--- src/hdl/ufb_pkg.sv ---
// Shared constants and types of the fractional-baud serial port core.
// Functional notes
// - Transmit and receive enables gate each direction; both set after reset.
// - Clearing the port enable mid-character lets that character finish first.
// - Transmit start bit, data LSB first, optional parity, then stop bits.
// - Receiver flags overrun, parity, framing and break, stored with each character.
// - Baud divisor is 22 bits: 16-bit whole part plus 6-bit fraction.
// - Oversample tick at sixteen times baud times transmit bits and receive sampling.
// - Divisors and line settings form a 30-bit shadow loaded on line write only.
// - Sixteen-entry transmit and receive queues; receive entries carry four status bits.
// - Queued byte starts a frame while enabled; frames run back to back.
// - Busy rises on non-empty queue, falls after last stop bit leaves.
// - Low line from idle starts counting; start bit confirmed low at eighth tick.
// - Data bits sampled every sixteenth tick for the set length, then parity checked.
// - Low stop sample is a framing error; character then pushed with its flags.
// - Character length is five, six, seven or eight bits both ways.
// - Parity is even, odd, stick or none for generation and checking.
// - Transmitter appends one or two stop bits as set.
package ufb_pkg;

	// ==========================================================
	// Register map and fields
	localparam logic [7:0] DATA_OFS = 8'h00;
	localparam logic [7:0] FLAG_OFS = 8'h18;
	localparam logic [7:0] IDIV_OFS = 8'h24;
	localparam logic [7:0] FDIV_OFS = 8'h28;
	localparam logic [7:0] LINE_OFS = 8'h2c;
	localparam logic [7:0] CTL_OFS  = 8'h30;
	localparam int CTL_PORT_BIT = 0;
	localparam int CTL_TX_BIT   = 8;
	localparam int CTL_RX_BIT   = 9;
	localparam logic CTL_PORT_RST = 1'b0;
	localparam logic CTL_TX_RST   = 1'b1;
	localparam logic CTL_RX_RST   = 1'b1;
	localparam int FLG_BUSY     = 3;
	localparam int FLG_RX_EMPTY = 4;
	localparam int FLG_TX_FULL  = 5;
	localparam int FLG_RX_FULL  = 6;
	localparam int FLG_TX_EMPTY = 7;
	localparam logic [15:0] IDIV_RST = 16'h0000;
	localparam logic [5:0]  FDIV_RST = 6'h00;
	localparam logic [7:0]  LINE_RST = 8'h00;

	// ==========================================================
	// Queues and timing
	localparam int FIFO_AW    = 4;
	localparam int FIFO_DEPTH = 16;
	localparam logic [3:0] OVS_LAST = 4'hf;
	localparam logic [3:0] OVS_MID  = 4'h7;

	// ==========================================================
	// Types
	typedef enum logic [4:0] {
		PH_IDLE  = 5'b00001,
		PH_START = 5'b00010,
		PH_DATA  = 5'b00100,
		PH_PAR   = 5'b01000,
		PH_STOP  = 5'b10000
	} ufb_phase_e;

	typedef struct packed {
		logic       stick;
		logic [1:0] wlen;
		logic       fifo_on;
		logic       stop2;
		logic       even;
		logic       par_en;
		logic       brk;
	} ufb_line_s;

	typedef struct packed {
		logic [15:0] div_int;
		logic [5:0]  div_frac;
		ufb_line_s   line;
	} ufb_shadow_s;

	typedef struct packed {
		logic       overrun;
		logic       brk;
		logic       parity_err;
		logic       frame_err;
		logic [7:0] data;
	} ufb_rx_entry_s;

	typedef struct packed {
		logic [7:0]  addr;
		logic [31:0] wdata;
		logic        wr;
		logic        rd;
	} ufb_bus_req_s;

endpackage

--- src/hdl/ufb_fifo.sv ---
// Sixteen-entry queue whose head is presented from a register.
`timescale 1ns/1ps
module ufb_fifo #(
	parameter int W = 8
) (
	input  wire logic         sys_clk,
	input  wire logic         rst_n,
	input  wire logic         push,
	input  wire logic [W-1:0] push_data,
	input  wire logic         pop,
	output logic      [W-1:0] head,
	output logic              avail,
	output logic              empty,
	output logic              full
);
	logic [W-1:0] mem [ufb_pkg::FIFO_DEPTH];
	logic [ufb_pkg::FIFO_AW-1:0] wr_ptr_q;
	logic [ufb_pkg::FIFO_AW-1:0] rd_ptr_q;
	logic [ufb_pkg::FIFO_AW:0]   count_q;
	logic do_push;
	logic do_pop;

	assign empty   = (count_q == '0);
	assign full    = (count_q == (ufb_pkg::FIFO_AW+1)'(ufb_pkg::FIFO_DEPTH));
	assign do_push = push && !full;
	assign do_pop  = pop && avail;

	always_ff @(posedge sys_clk) begin
		if (do_push) begin
			mem[wr_ptr_q] <= push_data;
		end
	end

	always_ff @(posedge sys_clk or negedge rst_n) begin
		if (!rst_n) begin
			wr_ptr_q <= '0;
			rd_ptr_q <= '0;
			count_q  <= '0;
		end else begin
			if (do_push) wr_ptr_q <= wr_ptr_q + 1'b1;
			if (do_pop) rd_ptr_q <= rd_ptr_q + 1'b1;
			count_q <= count_q + {4'h0, do_push} - {4'h0, do_pop};
		end
	end

	// The head lags the pointer by one cycle, so avail is withheld for that cycle.
	always_ff @(posedge sys_clk or negedge rst_n) begin
		if (!rst_n) begin
			head  <= '0;
			avail <= 1'b0;
		end else begin
			head  <= mem[rd_ptr_q];
			avail <= !empty && !pop;
		end
	end
endmodule

--- src/hdl/ufb_baud.sv ---
// Fractional divider making the sixteen-times oversample tick.
`timescale 1ns/1ps
module ufb_baud (
	input  wire logic        sys_clk,
	input  wire logic        rst_n,
	input  wire logic        run,
	input  wire logic [15:0] div_int,
	input  wire logic [5:0]  div_frac,
	output logic             tick
);
	logic [15:0] cnt_q;
	logic [5:0]  acc_q;
	logic [6:0]  sum;
	logic [15:0] div_eff;

	// A zero whole part would never tick; it is treated as one.
	assign div_eff = (div_int == 16'h0000) ? 16'h0001 : div_int;
	assign sum     = {1'b0, acc_q} + {1'b0, div_frac};

	always_ff @(posedge sys_clk or negedge rst_n) begin
		if (!rst_n) begin
			cnt_q <= 16'h0000;
			acc_q <= 6'h00;
			tick  <= 1'b0;
		end else if (!run) begin
			cnt_q <= 16'h0000;
			acc_q <= 6'h00;
			tick  <= 1'b0;
		end else if (cnt_q == 16'h0000) begin
			tick  <= 1'b1;
			acc_q <= sum[5:0];
			cnt_q <= div_eff - 16'h0001 + {15'h0000, sum[6]};
		end else begin
			tick  <= 1'b0;
			cnt_q <= cnt_q - 16'h0001;
		end
	end
endmodule

--- src/hdl/ufb_uart_core.sv ---
// Serial port core: register port, transmit and receive engines and queues.
//
// The address map and strobed register access were decided locally.
`timescale 1ns/1ps
module ufb_uart_core (
	input  wire logic                  sys_clk,
	input  wire logic                  nrst,
	input  wire ufb_pkg::ufb_bus_req_s bus,
	output logic [31:0]                rd_data,
	input  wire logic                  serial_in,
	output logic                       serial_out
);
	// ==========================================================
	// Reset and input synchronisers
	logic rst_s1_q;
	logic rst_n_q;
	logic rx_s1_q;
	logic rx_in;

	always_ff @(posedge sys_clk or negedge nrst) begin
		if (!nrst) begin
			rst_s1_q <= 1'b0;
			rst_n_q  <= 1'b0;
		end else begin
			rst_s1_q <= 1'b1;
			rst_n_q  <= rst_s1_q;
		end
	end

	always_ff @(posedge sys_clk or negedge rst_n_q) begin
		if (!rst_n_q) begin
			rx_s1_q <= 1'b1;
			rx_in   <= 1'b1;
		end else begin
			rx_s1_q <= serial_in;
			rx_in   <= rx_s1_q;
		end
	end

	// ==========================================================
	// Register port
	logic                 port_on_q;
	logic                 transmit_path_on_q;
	logic                 receive_path_on_q;
	logic [15:0]          integer_divisor_q;
	logic [5:0]           fraction_divisor_q;
	ufb_pkg::ufb_shadow_s shadow_q;
	ufb_pkg::ufb_line_s   line;
	logic                 wr_data;
	logic                 wr_line;
	logic                 rd_data_sel;
	logic [7:0]           flags;
	logic                 busy;
	logic                 tx_empty;
	logic                 tx_full;
	logic                 tx_avail;
	logic [7:0]           tx_head;
	logic                 rx_empty;
	logic                 rx_full;
	logic                 rx_avail;
	ufb_pkg::ufb_rx_entry_s rx_head;

	assign line        = shadow_q.line;
	assign wr_data     = bus.wr && (bus.addr == ufb_pkg::DATA_OFS);
	assign wr_line     = bus.wr && (bus.addr == ufb_pkg::LINE_OFS);
	assign rd_data_sel = bus.rd && (bus.addr == ufb_pkg::DATA_OFS);

	always_ff @(posedge sys_clk or negedge rst_n_q) begin
		if (!rst_n_q) begin
			port_on_q          <= ufb_pkg::CTL_PORT_RST;
			transmit_path_on_q <= ufb_pkg::CTL_TX_RST;
			receive_path_on_q  <= ufb_pkg::CTL_RX_RST;
		end else if (bus.wr && bus.addr == ufb_pkg::CTL_OFS) begin
			port_on_q          <= bus.wdata[ufb_pkg::CTL_PORT_BIT];
			transmit_path_on_q <= bus.wdata[ufb_pkg::CTL_TX_BIT];
			receive_path_on_q  <= bus.wdata[ufb_pkg::CTL_RX_BIT];
		end
	end

	// Divisor writes only stage; the line write moves them into the shadow at once.
	always_ff @(posedge sys_clk or negedge rst_n_q) begin
		if (!rst_n_q) begin
			integer_divisor_q  <= ufb_pkg::IDIV_RST;
			fraction_divisor_q <= ufb_pkg::FDIV_RST;
			shadow_q           <= {ufb_pkg::IDIV_RST, ufb_pkg::FDIV_RST, ufb_pkg::LINE_RST};
		end else begin
			if (bus.wr && bus.addr == ufb_pkg::IDIV_OFS) begin
				integer_divisor_q <= bus.wdata[15:0];
			end
			if (bus.wr && bus.addr == ufb_pkg::FDIV_OFS) begin
				fraction_divisor_q <= bus.wdata[5:0];
			end
			if (wr_line) begin
				shadow_q <= {integer_divisor_q, fraction_divisor_q, bus.wdata[7:0]};
			end
		end
	end

	always_comb begin
		flags = 8'h00;
		flags[ufb_pkg::FLG_BUSY]     = busy;
		flags[ufb_pkg::FLG_RX_EMPTY] = rx_empty;
		flags[ufb_pkg::FLG_TX_FULL]  = tx_full;
		flags[ufb_pkg::FLG_RX_FULL]  = rx_full;
		flags[ufb_pkg::FLG_TX_EMPTY] = tx_empty;
	end

	// Read data stand for exactly the cycle after the strobe and are zero otherwise.
	always_ff @(posedge sys_clk or negedge rst_n_q) begin
		if (!rst_n_q) begin
			rd_data <= 32'h0000_0000;
		end else if (!bus.rd) begin
			rd_data <= 32'h0000_0000;
		end else begin
			case (bus.addr)
				ufb_pkg::DATA_OFS: rd_data <= rx_avail ? {20'h00000, rx_head} : 32'h0;
				ufb_pkg::FLAG_OFS: rd_data <= {24'h000000, flags};
				ufb_pkg::IDIV_OFS: rd_data <= {16'h0000, integer_divisor_q};
				ufb_pkg::FDIV_OFS: rd_data <= {26'h0000000, fraction_divisor_q};
				ufb_pkg::LINE_OFS: rd_data <= {24'h000000, line};
				ufb_pkg::CTL_OFS: begin
					rd_data <= {22'h000000, receive_path_on_q, transmit_path_on_q,
						7'h00, port_on_q};
				end
				default: rd_data <= 32'h0000_0000;
			endcase
		end
	end

	// ==========================================================
	// Oversample tick and shared parity
	logic tick;
	logic tx_idle;
	logic rx_idle;
	logic baud_run;

	// The divider keeps running while a character is in flight after the port is shut.
	assign baud_run = (port_on_q && (transmit_path_on_q || receive_path_on_q))
		|| !tx_idle || !rx_idle;

	ufb_baud u_baud (
		.sys_clk  (sys_clk),
		.rst_n    (rst_n_q),
		.run      (baud_run),
		.div_int  (shadow_q.div_int),
		.div_frac (shadow_q.div_frac),
		.tick     (tick)
	);

	function automatic logic parity_of(input logic [7:0] d, input ufb_pkg::ufb_line_s l);
		logic [7:0] mask;
		mask = 8'hff >> (2'd3 - l.wlen);
		parity_of = l.stick ? !l.even : ((^(d & mask)) ^ !l.even);
	endfunction

	// ==========================================================
	// Transmit engine
	ufb_pkg::ufb_phase_e tx_st_q;
	logic [3:0] tx_sub_q;
	logic [2:0] tx_bit_q;
	logic [7:0] tx_sh_q;
	logic       tx_par_q;
	logic       tx_pend_q;
	logic       tx_out_q;
	logic       tx_start;
	logic       tx_bit_end;
	logic [2:0] last_bit;

	assign last_bit   = 3'd4 + {1'b0, line.wlen};
	assign tx_idle    = (tx_st_q == ufb_pkg::PH_IDLE);
	assign tx_bit_end = tick && (tx_sub_q == ufb_pkg::OVS_LAST);
	assign tx_start   = tx_idle && tx_avail && port_on_q && transmit_path_on_q;
	assign busy       = !tx_empty || !tx_idle;
	assign serial_out = tx_out_q && !line.brk;

	ufb_fifo #(.W(8)) u_tx_fifo (
		.sys_clk   (sys_clk),
		.rst_n     (rst_n_q),
		.push      (wr_data),
		.push_data (bus.wdata[7:0]),
		.pop       (tx_start),
		.head      (tx_head),
		.avail     (tx_avail),
		.empty     (tx_empty),
		.full      (tx_full)
	);

	always_ff @(posedge sys_clk or negedge rst_n_q) begin
		if (!rst_n_q) begin
			tx_sub_q <= 4'h0;
		end else if (tx_start) begin
			tx_sub_q <= 4'h0;
		end else if (tick) begin
			tx_sub_q <= tx_sub_q + 4'h1;
		end
	end

	always_ff @(posedge sys_clk or negedge rst_n_q) begin
		if (!rst_n_q) begin
			tx_st_q   <= ufb_pkg::PH_IDLE;
			tx_bit_q  <= 3'd0;
			tx_sh_q   <= 8'h00;
			tx_par_q  <= 1'b0;
			tx_pend_q <= 1'b0;
			tx_out_q  <= 1'b1;
		end else begin
			case (tx_st_q)
				ufb_pkg::PH_IDLE: begin
					if (tx_start) begin
						tx_st_q  <= ufb_pkg::PH_START;
						tx_sh_q  <= tx_head;
						tx_par_q <= parity_of(tx_head, line);
						tx_out_q <= 1'b0;
					end
				end
				ufb_pkg::PH_START: begin
					if (tx_bit_end) begin
						tx_st_q  <= ufb_pkg::PH_DATA;
						tx_bit_q <= 3'd0;
						tx_out_q <= tx_sh_q[0];
						tx_sh_q  <= {1'b0, tx_sh_q[7:1]};
					end
				end
				ufb_pkg::PH_DATA: begin
					if (tx_bit_end && tx_bit_q == last_bit) begin
						tx_pend_q <= line.stop2;
						tx_st_q   <= line.par_en ? ufb_pkg::PH_PAR : ufb_pkg::PH_STOP;
						tx_out_q  <= line.par_en ? tx_par_q : 1'b1;
					end else if (tx_bit_end) begin
						tx_bit_q <= tx_bit_q + 3'd1;
						tx_out_q <= tx_sh_q[0];
						tx_sh_q  <= {1'b0, tx_sh_q[7:1]};
					end
				end
				ufb_pkg::PH_PAR: begin
					if (tx_bit_end) begin
						tx_st_q  <= ufb_pkg::PH_STOP;
						tx_out_q <= 1'b1;
					end
				end
				ufb_pkg::PH_STOP: begin
					if (tx_bit_end && tx_pend_q) begin
						tx_pend_q <= 1'b0;
					end else if (tx_bit_end) begin
						tx_st_q <= ufb_pkg::PH_IDLE;
					end
				end
				default: tx_st_q <= ufb_pkg::PH_IDLE;
			endcase
		end
	end

	// ==========================================================
	// Receive engine
	ufb_pkg::ufb_phase_e    rx_st_q;
	logic [3:0]             rx_sub_q;
	logic [2:0]             rx_bit_q;
	logic [7:0]             rx_sh_q;
	logic                   rx_pe_q;
	logic                   rx_high_q;
	logic                   rx_armed_q;
	logic                   rx_ovr_q;
	logic                   rx_begin;
	logic                   rx_sample;
	logic                   rx_push;
	ufb_pkg::ufb_rx_entry_s rx_entry;

	assign rx_idle   = (rx_st_q == ufb_pkg::PH_IDLE);
	assign rx_begin  = rx_idle && rx_armed_q && !rx_in && port_on_q && receive_path_on_q;
	assign rx_sample = tick && (rx_sub_q == ufb_pkg::OVS_LAST);
	assign rx_push   = (rx_st_q == ufb_pkg::PH_STOP) && rx_sample;

	// A break holds every sample low, stop bit included.
	always_comb begin
		rx_entry.overrun    = rx_ovr_q;
		rx_entry.brk        = !rx_high_q && !rx_in;
		rx_entry.parity_err = rx_pe_q;
		rx_entry.frame_err  = !rx_in;
		rx_entry.data       = rx_sh_q;
	end

	ufb_fifo #(.W(12)) u_rx_fifo (
		.sys_clk   (sys_clk),
		.rst_n     (rst_n_q),
		.push      (rx_push),
		.push_data (rx_entry),
		.pop       (rd_data_sel),
		.head      (rx_head),
		.avail     (rx_avail),
		.empty     (rx_empty),
		.full      (rx_full)
	);

	// A character that meets a full queue is dropped and marks the next one stored.
	always_ff @(posedge sys_clk or negedge rst_n_q) begin
		if (!rst_n_q) begin
			rx_ovr_q <= 1'b0;
		end else if (rx_push) begin
			rx_ovr_q <= rx_full;
		end
	end

	always_ff @(posedge sys_clk or negedge rst_n_q) begin
		if (!rst_n_q) begin
			rx_sub_q <= 4'h0;
		end else if (rx_begin || (rx_st_q == ufb_pkg::PH_START && tick
				&& rx_sub_q == ufb_pkg::OVS_MID)) begin
			rx_sub_q <= 4'h0;
		end else if (tick) begin
			rx_sub_q <= rx_sub_q + 4'h1;
		end
	end

	always_ff @(posedge sys_clk or negedge rst_n_q) begin
		if (!rst_n_q) begin
			rx_st_q    <= ufb_pkg::PH_IDLE;
			rx_bit_q   <= 3'd0;
			rx_sh_q    <= 8'h00;
			rx_pe_q    <= 1'b0;
			rx_high_q  <= 1'b0;
			rx_armed_q <= 1'b0;
		end else begin
			case (rx_st_q)
				ufb_pkg::PH_IDLE: begin
					if (rx_in) begin
						rx_armed_q <= 1'b1;
					end
					if (rx_begin) begin
						rx_st_q    <= ufb_pkg::PH_START;
						rx_armed_q <= 1'b0;
					end
				end
				ufb_pkg::PH_START: begin
					if (tick && rx_sub_q == ufb_pkg::OVS_MID) begin
						rx_st_q   <= rx_in ? ufb_pkg::PH_IDLE : ufb_pkg::PH_DATA;
						rx_bit_q  <= 3'd0;
						rx_sh_q   <= 8'h00;
						rx_pe_q   <= 1'b0;
						rx_high_q <= 1'b0;
					end
				end
				ufb_pkg::PH_DATA: begin
					if (rx_sample) begin
						rx_sh_q[rx_bit_q] <= rx_in;
						rx_high_q         <= rx_high_q || rx_in;
						rx_bit_q          <= rx_bit_q + 3'd1;
						if (rx_bit_q == last_bit) begin
							rx_st_q <= line.par_en ? ufb_pkg::PH_PAR : ufb_pkg::PH_STOP;
						end
					end
				end
				ufb_pkg::PH_PAR: begin
					if (rx_sample) begin
						rx_pe_q   <= rx_in != parity_of(rx_sh_q, line);
						rx_high_q <= rx_high_q || rx_in;
						rx_st_q   <= ufb_pkg::PH_STOP;
					end
				end
				ufb_pkg::PH_STOP: begin
					if (rx_sample) begin
						rx_st_q <= ufb_pkg::PH_IDLE;
					end
				end
				default: rx_st_q <= ufb_pkg::PH_IDLE;
			endcase
		end
	end
endmodule

--- config.mk ---
export PLATFORM = sky130hd
export DESIGN_NAME = ufb_uart_core
export DESIGN_NICKNAME = d
export VERILOG_FILES = /design/src/hdl/ufb_pkg.sv /design/src/hdl/ufb_fifo.sv /design/src/hdl/ufb_baud.sv /design/src/hdl/ufb_uart_core.sv
export SDC_FILE = /design/constraint.sdc
export NUM_CORES = 1
export LEC_CHECK = 0
export BUFFER_PORTS_ARGS = -buffer_cell sky130_fd_sc_hd__buf_2
export CORE_MARGIN = 3
export CORE_UTILIZATION = 55
export DETAILED_ROUTE_END_ITERATION = 10
export PLACE_DENSITY = 0.75
export RECOVER_POWER = 50
export SLEW_MARGIN = 0
export SYNTH_ARGS = -nofsm -noshare
export SYNTH_HDL_FRONTEND = slang
export SYNTH_SLANG_ARGS = --single-unit
export TNS_END_PERCENT = 5
--- constraint.sdc ---
create_clock -name sys_clk -period 6 [get_ports sys_clk]
set_input_delay 1.2 -clock sys_clk [delete_from_list [all_inputs] [get_ports sys_clk]]
set_output_delay 1.2 -clock sys_clk [all_outputs]
set_load 0.005 [all_outputs]
# Yosys cells after proc, flatten, opt, wreduce, memory -nomap -nowiden
# Memory sizes are Yosys's and may differ from the RTL's. A register that Yosys moved wholly into a read port is not among the register bits.
# Index checks and enable logic that the tools add are counted.
[word_totals]
ff_bits = 189
mem_bits_rw = 320
input_bits = 45
output_inout_bits = 33
word_cells = 261
mem_count = 2
[op_classes]
add_sub_neg = 18
order_cmp = 2
n_eq_ne = 40
shifts = 1
mux = 69
n_bitwise = 4
reduce_logical = 80
[mem_list]
columns = ["name", "depth", "word_bits", "read_ports", "rd_ports_with_merged_regs", "wr", "line_no", "rtl"]
rows = [
  ["u_rx_fifo.mem", 16, 12, 1, 1, 1, "ufb_fifo.sv:16", "logic [W-1:0] mem [ufb_pkg::FIFO_DEPTH];"],
  ["u_tx_fifo.mem", 16, 8, 1, 1, 1, "ufb_fifo.sv:16", ""],
]
[ops]
columns = ["op", "n"]
rows = [
  ["$pmux 16 s6", 1],
  ["$mux 5", 13],
  ["$mux 16", 4],
  ["$pmux 5 s5", 2],
  ["$mux 8", 5],
  ["$eq 8x6->1 const B", 4],
  ["$logic_not 16->1", 2],
  ["$sub 16x1->16 const B", 2],
  ["$logic_and 1x1->1", 31],
  ["$ne 2x2->1 const B", 13],
  ["$add 4x1->4 const B", 6],
  ["$pmux 8 s3", 1],
  ["$mux 1", 21],
  ["$eq 5x5->1 const B", 4],
  ["$mux 3", 6],
  ["$reduce_and 3->1", 6],
  ["$add 16x1->16", 1],
  ["$and 8x8->8", 2],
  ["$mux 4", 4],
  ["$pmux 8 s2", 1],
  ["$reduce_bool 2->1", 8],
  ["$reduce_xor 8->1", 2],
  ["$logic_not 1->1", 14],
  ["$mux 12", 1],
  ["other kinds (35)", 60],
]

# Logic depth before layout (Yosys ltp)
# Gate-level depths: netlist of the first run.
[depth]
ltp_word = 9
depth_mapped = 15
ltp_nobuf = 15

# Cells and area by module
# From an unflattened synthesis of the first run, not the netlist that was laid out.
[unflattened]
cells_unflattened = 1430
area_unflattened_um2 = 22188.8
[modules_own_cells]
columns = ["mod", "instances", "cells_each", "area_each_um2", "seq_area_each_um2"]
rows = [
  ["ufb_fifo at u_rx_fifo", 1, 397, 8419.3, 6416.2],
  ["ufb_uart_core", 1, 550, 6105.9, 3061.7],
  ["ufb_fifo at u_tx_fifo", 1, 296, 5933.2, 4394.2],
  ["ufb_baud", 1, 187, 1730.4, 575.6],
]

# Least setup slack after synthesis of the first run
# OpenSTA, ideal clock, no wires.
[synth_path]
path_kind = "input-to-reg"
start = "input port bus[35] (netlist name)"
end = "register u_rx_fifo.count_q[4] (netlist name)"
setup_time_ps = 123
t_arrival_ps = 3559
required_time_ps = 5877
setup_slack_ps = 2318
cell_stages = 12
path_buffers = 1
cell_sequence = "or4_1 -> nor3_1 -> and3_1 -> clkbuf_1 -> ha_1 -> inv_1 -> ha_1 -> fa_1 -> a21oi_1 -> nor2_1 -> nor2_1 -> xnor2_1"
[synth_via]
elab_chain_len = 4
[synth_rtl]
columns = ["item", "line_no", "rtl"]
rows = [
  ["start: declaration", "ufb_uart_core.sv:8", "input wire ufb_pkg::ufb_bus_req_s bus,"],
  ["$logic_not 8->1", "ufb_uart_core.sv:66", "assign rd_data_sel = bus.rd && (bus.addr == ufb_pkg::DATA_OFS);"],
  ["$logic_and 1x1->1", "ufb_uart_core.sv:66", ""],
  ["$logic_and 1x1->1", "ufb_fifo.sv:26", "assign do_pop = pop && avail;"],
  ["named net u_rx_fifo.do_pop", "ufb_fifo.sv:21", "logic do_pop;"],
  ["$sub 5x1->5", "ufb_fifo.sv:42", "count_q <= count_q + {4'h0, do_push} - {4'h0, do_pop};"],
  ["end signal: assignment", "ufb_fifo.sv:42", ""],
  ["end: declaration", "ufb_fifo.sv:19", "logic [ufb_pkg::FIFO_AW:0] count_q;"],
]
# The timed path passes the listed nets, and every way through them passes these cells.
# A chain may end at the register's enable or synchronous reset.

# Final worst setup path of the first run
[layout_path]
start = "register shadow_q[8] (netlist name)"
end = "register u_baud.cnt_q[15]"
[layout_via]
elab_chain_len = 4
[layout_rtl]
columns = ["item", "line_no", "rtl"]
rows = [
  ["start: declaration", "ufb_uart_core.sv:47", "ufb_pkg::ufb_shadow_s shadow_q;"],
  ["start signal: assignment", "ufb_uart_core.sv:85", "shadow_q <= {ufb_pkg::IDIV_RST, ufb_pkg::FDIV_RST, ufb_pkg::LINE_RST};"],
  ["start signal: assignment", "ufb_uart_core.sv:94", "shadow_q <= {integer_divisor_q, fraction_divisor_q, bus.wdata[7:0]};"],
  ["$add 6x6->7", "ufb_baud.sv:18", "assign sum = {1'b0, acc_q} + {1'b0, div_frac};"],
  ["$add 16x1->16", "ufb_baud.sv:32", "cnt_q <= div_eff - 16'h0001 + {15'h0000, sum[6]};"],
  ["$mux 16", "ufb_baud.sv:29", "end else if (cnt_q == 16'h0000) begin"],
  ["$mux 16", "ufb_baud.sv:25", "end else if (!run) begin"],
  ["end signal: assignment", "ufb_baud.sv:32", ""],
  ["end signal: assignment", "ufb_baud.sv:35", "cnt_q <= cnt_q - 16'h0001;"],
  ["end: declaration", "ufb_baud.sv:11", "logic [15:0] cnt_q;"],
]
# No other way between the ends.

==> report_table.html, run 1 <==
<table>
<tr><th>Metric</th><th>Value</th></tr>
<tr><th colspan="2">Finish</th></tr>
<tr><td>Area used by sequential logic in the layout</td><td>14,460 um2</td></tr>
<tr><td>Share of post-route cells with drive strength above 1</td><td>22.75%</td></tr>
<tr><td>Layout fillers</td><td>2,753</td></tr>
<tr><td>Area occupied by multi-input gates</td><td>6756 um2</td></tr>
<tr><td>Share of the core filled with cells</td><td>62.13%</td></tr>
<tr><td>Post-layout instance count excluding filler cells</td><td>1,964</td></tr>
<tr><td>Final #Nets</td><td>1,488</td></tr>
<tr><td>Area delta synth-&gt;final</td><td>11.15%</td></tr>
<tr><td>Antenna Cells</td><td>0</td></tr>
<tr><th colspan="2">Timing</th></tr>
<tr><td>Setup clock skew after layout</td><td>0.02104 ns</td></tr>
<tr><td>Final Hold Slack</td><td>0.2188 ns</td></tr>
<tr><td>Final hold vios</td><td>0</td></tr>
<tr><td>Actual slew at the worst max-slew pin</td><td>1.272 ns</td></tr>
<tr><td>Setup violation total in the final timing report</td><td>0</td></tr>
<tr><td>Final critical path time including I/O delays and setup</td><td>3.644 ns</td></tr>
<tr><td>Worst slew margin relative to its limit</td><td>15.01%</td></tr>
<tr><td>Share of the clock period used by the worst path</td><td>60.74%</td></tr>
<tr><td>Pins over their slew limit</td><td>0</td></tr>
<tr><td>Final TNS setup</td><td>0 ns</td></tr>
<tr><td>Setup repair after global routing missed its margin</td><td>false</td></tr>
<tr><td>Highest achievable clock rate</td><td>274.4 MHz</td></tr>
<tr><th colspan="2">Synth</th></tr>
<tr><td>Portion of the post-synthesis area used by sequential elements</td><td>66.72%</td></tr>
<tr><td>Synthesized area divided by synthesized cell count</td><td>16.00 um2</td></tr>
<tr><td>Netlist area before placement</td><td>21,650 um2</td></tr>
<tr><td>Proportion of synthesized flip-flops having asynchronous set or reset</td><td>37.62%</td></tr>
<tr><td>Share of the synthesized area in the top cell type</td><td>44.38%</td></tr>
<tr><td>Dominant cell by count in the synthesized netlist</td><td>sky130_fd_sc_hd__edfxtp_1</td></tr>
<tr><td>Dominant cells by area after synthesis</td><td>sky130_fd_sc_hd__edfxtp_1, sky130_fd_sc_hd__dfrtp_1, sky130_fd_sc_hd__mux4_2, sky130_fd_sc_hd__mux2_2, sky130_fd_sc_hd__ha_1</td></tr>
<tr><td>Top FF cell, synth</td><td>sky130_fd_sc_hd__edfxtp_1</td></tr>
<tr><td>Number of synthesis warnings</td><td>0</td></tr>
<tr><td>Cell types with the highest counts after synthesis</td><td>sky130_fd_sc_hd__edfxtp_1, sky130_fd_sc_hd__dfrtp_1, sky130_fd_sc_hd__mux4_2</td></tr>
<tr><td>Flops &amp; latches, synth</td><td>513</td></tr>
<tr><td>Number of enable flip-flop cells after synthesis</td><td>320</td></tr>
<tr><td>Number of instances in the synthesized netlist</td><td>1,353</td></tr>
<tr><td>Cell accounting for the most synthesized area</td><td>sky130_fd_sc_hd__edfxtp_1</td></tr>
<tr><td>Unique masters post-synth</td><td>70</td></tr>
<tr><th colspan="2">Clock tree</th></tr>
<tr><td>Root Buffer Master</td><td>sky130_fd_sc_hd__clkbuf_16</td></tr>
<tr><td>Clock tree sinks</td><td>513</td></tr>
<tr><td>H-tree depth reported by CTS</td><td>2</td></tr>
<tr><td>Cts repair resizes</td><td>0</td></tr>
<tr><td>Later-pin clock latency in the skew report</td><td>0.59 ns</td></tr>
<tr><td>CTS clock-pin slew for the worst setup and hold paths</td><td>0.06 ns</td></tr>
<tr><td>Clock buffers created by TritonCTS</td><td>50</td></tr>
<tr><td>Maximum clock insertion buffer count</td><td>3</td></tr>
<tr><td>Number of hold buffers added after CTS</td><td>0</td></tr>
<tr><td>CTS tree</td><td>built</td></tr>
<tr><td>Total setup buffers inserted after CTS</td><td>0</td></tr>
<tr><th colspan="2">Setup path</th></tr>
<tr><td>Max stage delay cell, worst path</td><td>sky130_fd_sc_hd__or4b_2</td></tr>
<tr><td>Reg2Reg Setup Slack</td><td>2.36 ns</td></tr>
<tr><td>Largest incremental delay on the critical path</td><td>0.64 ns</td></tr>
<tr><td>Worst R2R End</td><td>u_baud.cnt_q[15]$_DFF_PN0_</td></tr>
<tr><td>Type of element capturing the critical path</td><td>flip-flop</td></tr>
<tr><td>Cell count of the worst reg-to-reg path</td><td>15</td></tr>
<tr><td>First element of the critical path</td><td>shadow_q[8]$_DFFE_PN0P_</td></tr>
<tr><td>Arrival time at the worst endpoint</td><td>4.12 ns</td></tr>
<tr><td>Crit path top cell by count</td><td>sky130_fd_sc_hd__ha_1</td></tr>
<tr><td>Worst setup path class</td><td>reg -&gt; reg</td></tr>
<tr><td>Startpoint type of the worst setup path</td><td>flip-flop</td></tr>
<tr><td>Startpoint of the worst register-to-register path</td><td>shadow_q[8]$_DFFE_PN0P_</td></tr>
<tr><td>Max FO, Critical Path</td><td>3</td></tr>
<tr><td>Cells along the critical path</td><td>ha_1, inv_1, fa_1, nor2b_1, o21ai_0, nand2b_1, a21o_1, a21oi_1, ha_1, or4b_2, nor4_1, nand2_1, xnor2_1, nor2_1, a211oi_1</td></tr>
<tr><td>Worst Path Required</td><td>6.47 ns</td></tr>
<tr><th colspan="2">GRT</th></tr>
<tr><td>Overflow left after global routing</td><td>0</td></tr>
<tr><td>Global-route wire length before repair</td><td>69,160 um</td></tr>
<tr><td>Largest net degree at the start of global routing</td><td>181</td></tr>
<tr><td>Total track usage</td><td>21.66%</td></tr>
<tr><td>Antenna violations before repair</td><td>2</td></tr>
<tr><td>Via count of the first global-routing pass</td><td>12,030</td></tr>
<tr><th colspan="2">Routing</th></tr>
<tr><td>Pre-Repair DR Iteration Count</td><td>6</td></tr>
<tr><td>Wirelength, routed</td><td>44,160 um</td></tr>
<tr><td>Remaining routing DRC violations</td><td>0</td></tr>
<tr><td>Via total after detailed routing</td><td>11,740</td></tr>
<tr><td>Routed wire length on met2</td><td>22,210 um</td></tr>
<tr><td>Detailed-route wire length per cell</td><td>22.48 um</td></tr>
<tr><td>WL met3</td><td>2811 um</td></tr>
<tr><td>Number of antenna-violating nets in the routed design</td><td>0</td></tr>
<tr><td>Detailed-route wire length on metal 1</td><td>17,810 um</td></tr>
<tr><td>Detailed router's first-iteration violation count</td><td>1,208</td></tr>
<tr><td>Max layer used</td><td>met4</td></tr>
<tr><td>Post-detailed-route via-to-cell ratio</td><td>5.977</td></tr>
<tr><th colspan="2">Die</th></tr>
<tr><td>Die Y</td><td>204.4 um</td></tr>
<tr><td>Placement Rows</td><td>72</td></tr>
<tr><td>Overall die width</td><td>204.4 um</td></tr>
<tr><td>Std-Cell Core Area</td><td>38,740 um2</td></tr>
<tr><td>Effective utilization at floorplan</td><td>55.90%</td></tr>
<tr><td>Floorplan die area</td><td>41,790 um2</td></tr>
<tr><td>IO Count</td><td>78</td></tr>
<tr><th colspan="2">Place</th></tr>
<tr><td>Number of buffers added on ports</td><td>45</td></tr>
<tr><td>Number of instances in the placed design</td><td>1,870</td></tr>
<tr><td>Post-detail-place hpwl</td><td>27,700 um</td></tr>
<tr><td>Final Wtd Congestion</td><td>0.8078</td></tr>
<tr><th colspan="2">Power</th></tr>
<tr><td>Leak</td><td>0.009335 uW</td></tr>
<tr><td>Max VDD drop</td><td>0.6333 mV</td></tr>
<tr><td>Power Density</td><td>369.6 nW/um2</td></tr>
<tr><th colspan="2">Hold path</th></tr>
<tr><td>Tightest Hold Check Type</td><td>reg -&gt; async</td></tr>
<tr><th colspan="2">Flow run</th></tr>
<tr><td>Maxcap violations</td><td>0</td></tr>
<tr><th colspan="2">Run status</th></tr>
<tr><td>Status</td><td>complete, no violations</td></tr>
</table>
==> layout make-up <==
cell class | instances | share of cell area (%)
Clock inverter | 34 | 1.471
Tap cell | 518 | 2.693
Timing Repair Buffer | 64 | 1.528
Sequential cell | 513 | 60.06
Inverter | 37 | 0.5771
Multi-Input combinational cell | 738 | 28.07
Clock buffer | 60 | 5.594
==> layer usage <==
layer | GRT usage, % | vias up
li1 | - | 5233
met2 | 36.01 | 376
met3 | 4.491 | 84
met5 | 0 | -
met1 | 28.76 | 6046
met4 | 7.569 | 0
==> worst max path at each step <==
| stage | endpoint | slack (ns) | cells past startpoint |
|---|---|---|---|
| 2_1_floorplan | fraction_divisor_q[0]$_DFFE_PN0P_ | 0.24 | 0 |
| 3_3_place_gp | u_rx_fifo.count_q[4]$_DFF_PN0_ | 1.86 | 12 |
| 3_5_place_dp | u_rx_fifo.count_q[4]$_DFF_PN0_ | 1.80 | 12 |
| 4_1_cts | u_baud.cnt_q[15]$_DFF_PN0_ | 2.31 | 15 |
| 5_1_grt | u_baud.cnt_q[15]$_DFF_PN0_ | 2.04 | 15 |
| 6_report | u_baud.cnt_q[15]$_DFF_PN0_ | 2.36 | 15 |
==> state kept, by name, summed over array words and instances (netlist names), 8 cells and up <==
name	flops
u_rx_fifo.mem	192
u_tx_fifo.mem	128
shadow_q	22
integer_divisor_q	16
rd_data	16
u_baud.cnt_q	16
u_rx_fifo.head	12
line	8
rx_sh_q	8
tx_sh_q	8
u_tx_fifo.head	8
==> report_power, final <==
part           internal, uW  total, uW  leakage, uW  switching (uW)
Combinational           692       1700      0.00278            1010
Clock                  1870       3200     0.000849            1330
Sequential             3870       3990      0.00571             126
Total                  6430       8900      0.00933            2460
==> through the flow <==
| step | total power, uW | instance area (um2) | worst slack (ns) |
|---|---|---|---|
| after floorplan | 5641 | 21710 | 0.2359 |
| after global placement | 5711 | 22380 | 1.859 |
| after detailed placement | 5753 | 22380 | 1.799 |
| after CTS | 8968 | 24080 | 2.314 |
| after global routing | 9302 | 24070 | 2.038 |
| final | 8896 | 24070 | 2.356 |
==> cells in the final DEF (no fill, tap or decap), drive strengths merged, types with 11 or more instances in the layout <==
master / netlist / routed
mux2: 60 / 60
nand2: 58 / 58
ha: 36 / 36
o21ai: 26 / 26
a211oi: 11 / 11
a21oi: 38 / 38
dfrtp: 186 / 186
buf: 36 / 54
mux2i: 13 / 13
nor2b: 11 / 11
nand4: 15 / 15
clkinv: 1 / 25
xnor2: 45 / 45
nor2: 91 / 91
edfxtp: 320 / 320
nor3: 24 / 24
clkbuf: 44 / 70
and3: 11 / 11
and2: 20 / 20
xor2: 23 / 23
inv: 36 / 38
conb: 2 / 17
nand3: 21 / 21
mux4: 100 / 100
==> kinds of logic after synthesis <==
| family | Yosys count | share of synthesized area (%) |
|---|---|---|
| flip-flops | 513 | 66.72 |
| XOR/XNOR | 69 | 2.854 |
| AO/OA/AOI/OAI | 141 | 4.369 |
| other | 2 | 0.03468 |
| AND/OR/NAND/NOR | 299 | 7.038 |
| buffers and inverters | 117 | 2.485 |
| adder cells (fa/ha/maj) | 39 | 2.358 |
| multiplexers | 173 | 14.14 |
==> critical path, delay by kind of cell (launching register included) <==
kind            cells  cell delay, ns
flops               1            0.39
simple gates        6            1.50
compound gates      4            0.72
fa+ha+maj           3            0.63
buf+inv             1            0.09
xor+xnor            1            0.20
Power figures use the tool's default switching activity.
==> run 2: changes to the inputs <==
--- a/config.mk
+++ b/config.mk
@@ -5,11 +5,12 @@
 export SDC_FILE = /design/constraint.sdc
 export NUM_CORES = 1
 export LEC_CHECK = 0
+export ABC_AREA = 1
 export BUFFER_PORTS_ARGS = -buffer_cell sky130_fd_sc_hd__buf_2
 export CORE_MARGIN = 3
 export CORE_UTILIZATION = 55
 export DETAILED_ROUTE_END_ITERATION = 10
-export PLACE_DENSITY = 0.75
+export PLACE_DENSITY = 0.72
 export RECOVER_POWER = 50
 export SLEW_MARGIN = 0
 export SYNTH_ARGS = -nofsm -noshare
==> constraint.sdc (replaced) <==
create_clock -name sys_clk -period 3.55 [get_ports sys_clk]
set_input_delay 0.71 -clock sys_clk [delete_from_list [all_inputs] [get_ports sys_clk]]
set_output_delay 0.71 -clock sys_clk [all_outputs]
set_load 0.005 [all_outputs]
==> run 2 against run 1 <==
Against the previous run:
- setup slack got worse by 1.7 ns
- global-route usage increased by 1.8 points
- combinational power increased by 70%
- clock-buffer cell count increased by 22
- utilization about the same
- highest routed layer is now met5
- first-iteration DRC count increased by 28%
- critical path type is now in -> reg
- wire length increased by 15%
- via count increased by 30%
==> report_table.html, run 2 <==
<table>
<tr><th>Metric</th><th>Value</th></tr>
<tr><th colspan="2">Routing</th></tr>
<tr><td>Detailed-route wire length per cell</td><td>19.27 um</td></tr>
<tr><td>Number of antenna-violating nets in the routed design</td><td>0</td></tr>
<tr><td>Routed wire length on met2</td><td>24,020 um</td></tr>
<tr><td>Pre-Repair DR Iteration Count</td><td>5</td></tr>
<tr><td>Detailed-route wire length on metal 1</td><td>21,900 um</td></tr>
<tr><td>Detailed router's first-iteration violation count</td><td>1,548</td></tr>
<tr><td>Via total after detailed routing</td><td>15,270</td></tr>
<tr><td>Remaining routing DRC violations</td><td>0</td></tr>
<tr><td>Wirelength, routed</td><td>50,970 um</td></tr>
<tr><td>Max layer used</td><td>met5</td></tr>
<tr><td>WL met3</td><td>3644 um</td></tr>
<tr><td>Post-detailed-route via-to-cell ratio</td><td>5.773</td></tr>
<tr><th colspan="2">Place</th></tr>
<tr><td>Post-detail-place hpwl</td><td>32,730 um</td></tr>
<tr><td>Number of buffers added on ports</td><td>45</td></tr>
<tr><td>Final Wtd Congestion</td><td>0.8647</td></tr>
<tr><th colspan="2">Die</th></tr>
<tr><td>Std-Cell Core Area</td><td>40,010 um2</td></tr>
<tr><td>Floorplan die area</td><td>43,260 um2</td></tr>
<tr><td>Effective utilization at floorplan</td><td>56.10%</td></tr>
<tr><td>IO Count</td><td>78</td></tr>
<tr><td>Placement Rows</td><td>73</td></tr>
<tr><td>Die Y</td><td>208.0 um</td></tr>
<tr><td>Overall die width</td><td>208.0 um</td></tr>
<tr><th colspan="2">Power</th></tr>
<tr><td>Max VDD drop</td><td>0.4920 mV</td></tr>
<tr><td>Portion of total power attributed to combinational logic</td><td>19.0%</td></tr>
<tr><td>Internal cell power</td><td>10,810 uW</td></tr>
<tr><td>Switching Fraction</td><td>28.80%</td></tr>
<tr><td>Net Sw Power</td><td>4375 uW</td></tr>
<tr><td>Seq pwr share</td><td>45.4%</td></tr>
<tr><td>Leak</td><td>0.01033 uW</td></tr>
<tr><td>Power Density</td><td>610.9 nW/um2</td></tr>
<tr><td>Clock power frac</td><td>35.6%</td></tr>
<tr><th colspan="2">Clock tree</th></tr>
<tr><td>CTS clock-pin slew for the worst setup and hold paths</td><td>0.06 ns</td></tr>
<tr><td>CTS tree</td><td>built</td></tr>
<tr><td>Root Buffer Master</td><td>sky130_fd_sc_hd__clkbuf_16</td></tr>
<tr><td>Clock tree sinks</td><td>513</td></tr>
<tr><td>Later-pin clock latency in the skew report</td><td>0.59 ns</td></tr>
<tr><td>H-tree depth reported by CTS</td><td>2</td></tr>
<tr><td>Cts repair resizes</td><td>0</td></tr>
<tr><td>Maximum clock insertion buffer count</td><td>3</td></tr>
<tr><td>Clock buffers created by TritonCTS</td><td>53</td></tr>
<tr><td>Total setup buffers inserted after CTS</td><td>0</td></tr>
<tr><th colspan="2">Run status</th></tr>
<tr><td>Status</td><td>complete, no violations</td></tr>
<tr><th colspan="2">GRT</th></tr>
<tr><td>Overflow left after global routing</td><td>0</td></tr>
<tr><td>Largest net degree at the start of global routing</td><td>67</td></tr>
<tr><td>Antenna violations before repair</td><td>2</td></tr>
<tr><td>Via count of the first global-routing pass</td><td>15,010</td></tr>
<tr><td>Global-route wire length before repair</td><td>81,120 um</td></tr>
<tr><td>Total track usage</td><td>23.47%</td></tr>
<tr><th colspan="2">Finish</th></tr>
<tr><td>Largest register FFs</td><td>192</td></tr>
<tr><td>Share of post-route cells with drive strength above 1</td><td>10.10%</td></tr>
<tr><td>Top flop regs</td><td>u_rx_fifo.mem: 192 flops, u_tx_fifo.mem: 128 flops, shadow_q: 22 flops</td></tr>
<tr><td>Final #Nets</td><td>2,160</td></tr>
<tr><td>Largest register by flop count</td><td>u_rx_fifo.mem</td></tr>
<tr><td>Area delta synth-&gt;final</td><td>10.79%</td></tr>
<tr><td>Leading cell type in the layout, fill and taps excluded</td><td>sky130_fd_sc_hd__edfxtp_1</td></tr>
<tr><td>Leading cell types in the layout, fill and taps excluded</td><td>sky130_fd_sc_hd__edfxtp_1, sky130_fd_sc_hd__nor2_1, sky130_fd_sc_hd__nand2_1, sky130_fd_sc_hd__o21ai_0, sky130_fd_sc_hd__dfrtp_1</td></tr>
<tr><td>Share of the core filled with cells</td><td>62.15%</td></tr>
<tr><th colspan="2">Timing</th></tr>
<tr><td>Final TNS setup</td><td>0 ns</td></tr>
<tr><td>Actual slew at the worst max-slew pin</td><td>1.303 ns</td></tr>
<tr><td>Worst slew margin relative to its limit</td><td>13.16%</td></tr>
<tr><td>Highest achievable clock rate</td><td>343.2 MHz</td></tr>
<tr><td>Final critical path time including I/O delays and setup</td><td>2.914 ns</td></tr>
<tr><td>Pins over their slew limit</td><td>0</td></tr>
<tr><td>Setup clock skew after layout</td><td>0.01723 ns</td></tr>
<tr><td>Setup repair after global routing missed its margin</td><td>false</td></tr>
<tr><td>Final hold vios</td><td>0</td></tr>
<tr><td>Setup violation total in the final timing report</td><td>0</td></tr>
<tr><td>Share of the clock period used by the worst path</td><td>82.08%</td></tr>
<tr><th colspan="2">Synth</th></tr>
<tr><td>Top FF cell, synth</td><td>sky130_fd_sc_hd__edfxtp_1</td></tr>
<tr><td>Dominant cell by count in the synthesized netlist</td><td>sky130_fd_sc_hd__edfxtp_1</td></tr>
<tr><td>Number of synthesis warnings</td><td>0</td></tr>
<tr><td>Portion of the post-synthesis area used by sequential elements</td><td>64.38%</td></tr>
<tr><td>Proportion of synthesized flip-flops having asynchronous set or reset</td><td>37.62%</td></tr>
<tr><td>Number of enable flip-flop cells after synthesis</td><td>320</td></tr>
<tr><td>Unique masters post-synth</td><td>56</td></tr>
<tr><td>Cell accounting for the most synthesized area</td><td>sky130_fd_sc_hd__edfxtp_1</td></tr>
<tr><td>Netlist area before placement</td><td>22,440 um2</td></tr>
<tr><td>Synthesized area divided by synthesized cell count</td><td>11.15 um2</td></tr>
<tr><td>Cell types with the highest counts after synthesis</td><td>sky130_fd_sc_hd__edfxtp_1, sky130_fd_sc_hd__nor2_1, sky130_fd_sc_hd__nand2_1</td></tr>
<tr><td>Share of the synthesized area in the top cell type</td><td>42.82%</td></tr>
<tr><td>Flops &amp; latches, synth</td><td>513</td></tr>
<tr><td>Number of instances in the synthesized netlist</td><td>2,013</td></tr>
<tr><td>Dominant cells by area after synthesis</td><td>sky130_fd_sc_hd__edfxtp_1, sky130_fd_sc_hd__dfrtp_1, sky130_fd_sc_hd__nor2_1, sky130_fd_sc_hd__nand2_1, sky130_fd_sc_hd__o21ai_0</td></tr>
<tr><th colspan="2">Setup path</th></tr>
<tr><td>Worst setup path class</td><td>in -&gt; reg</td></tr>
<tr><td>Type of element capturing the critical path</td><td>flip-flop</td></tr>
<tr><td>Max FO, Critical Path</td><td>9</td></tr>
<tr><td>Startpoint type of the worst setup path</td><td>primary input</td></tr>
<tr><td>Arrival time at the worst endpoint</td><td>3.38 ns</td></tr>
<tr><td>Worst Path Required</td><td>4.01 ns</td></tr>
<tr><th colspan="2">Flow run</th></tr>
<tr><td>Maxcap violations</td><td>0</td></tr>
<tr><th colspan="2">Hold path</th></tr>
<tr><td>Tightest Hold Check Type</td><td>in -&gt; reg</td></tr>
</table>
run 2: path summary, 6_finish.rpt:
kind	from	to	slack, ns	cells past startpoint
max	bus[35]	u_tx_fifo.count_q[4]$_DFF_PN0_	0.64	13
min	serial_in	rx_s1_q$_DFF_PN1_	0.21	1
min reg2reg	rst_s1_q$_DFF_PN0_	rst_n_q$_DFF_PN0_	0.35	0
max reg2reg	shadow_q[8]$_DFFE_PN0P_	u_baud.cnt_q[14]$_DFF_PN0_	0.73	15
max in group asynchronous	rst_n_q$_DFF_PN0_	shadow_q[9]$_DFFE_PN0P_	1.39	1
min in group asynchronous	nrst	rst_n_q$_DFF_PN0_	0.45	2
run 2: final cells by class:
class / instances / area, um2
multi-input combinational: 1258 / 6890
antenna: 1 / 2.502
fill: 3099 / 15140
clock inverter: 16 / 130.1
tap: 525 / 656.9
timing repair buffer: 85 / 523.0
sequential: 513 / 14460
clock buffer: 82 / 1579
inverter: 165 / 624.3
run 2: critical path, stage by stage:
cell and delay [ns]:
sky130_fd_sc_hd__clkbuf_1 0.09, sky130_fd_sc_hd__nor2_1 0.14, sky130_fd_sc_hd__nand3_1 0.20, sky130_fd_sc_hd__nor3_1 0.33, sky130_fd_sc_hd__clkbuf_1 0.33, sky130_fd_sc_hd__nand3_2 0.17, sky130_fd_sc_hd__inv_1 0.28, sky130_fd_sc_hd__ha_1 0.23
sky130_fd_sc_hd__inv_1 0.06, sky130_fd_sc_hd__fa_1 0.42, sky130_fd_sc_hd__o21ai_0 0.17, sky130_fd_sc_hd__a21oi_1 0.09, sky130_fd_sc_hd__xor2_1 0.15
run 2: metrics by stage:
stage / area [um2] / power, uW / instances / setup WS (ns) / hold WS (ns)
floorplan: 22500 / 9159 / 2028 / 0.3745 / 0.3311
global placement: 23250 / 9783 / 2545 / 0.4907 / 0.3327
detailed placement: 23250 / 9871 / 2545 / 0.4695 / 0.3364
CTS: 24970 / 15290 / 2644 / 0.7255 / 0.1974
global route: 24860 / 15960 / 2645 / 0.4168 / 0.1891
finish: 24860 / 15190 / 2645 / 0.6361 / 0.2064
run 2: what timing repair did:
item | in CTS | in global routing
hold buffers | 1 | 0
setup endpoints to repair | 0 | 0
hold endpoints to repair | 2 | 0
run 2: cells by family (layout without fill, tap and decap cells):
family	count (synthesis)	after routing	share of synthesized area (%)
flops	513	513	64.38
other cells	2	18	0.03346
buf+inv	257	348	4.934
fa+ha+maj	39	39	2.275
xor+xnor	48	48	1.873
simple gates	703	703	13.63
compound gates	410	410	10.99
mux	41	41	1.884
run 2: power by group through the flow:
| stage | sequential (uW) | clock [uW] | combinational [uW] |
|---|---|---|---|
| after floorplan | 6940 | 0 | 2220 |
| after global placement | 6990 | 0 | 2790 |
| after detailed placement | 7000 | 0 | 2870 |
| after CTS | 6890 | 5500 | 2900 |
| after global routing | 6930 | 5760 | 3270 |
| final | 6890 | 5410 | 2890 |
run 2: layer usage:
layer	GRT usage, %	vias to the layer above
met3	4.207	91
met2	37.71	536
met1	33.19	7517
met5	0	-
met4	6.975	2
li1	-	7124
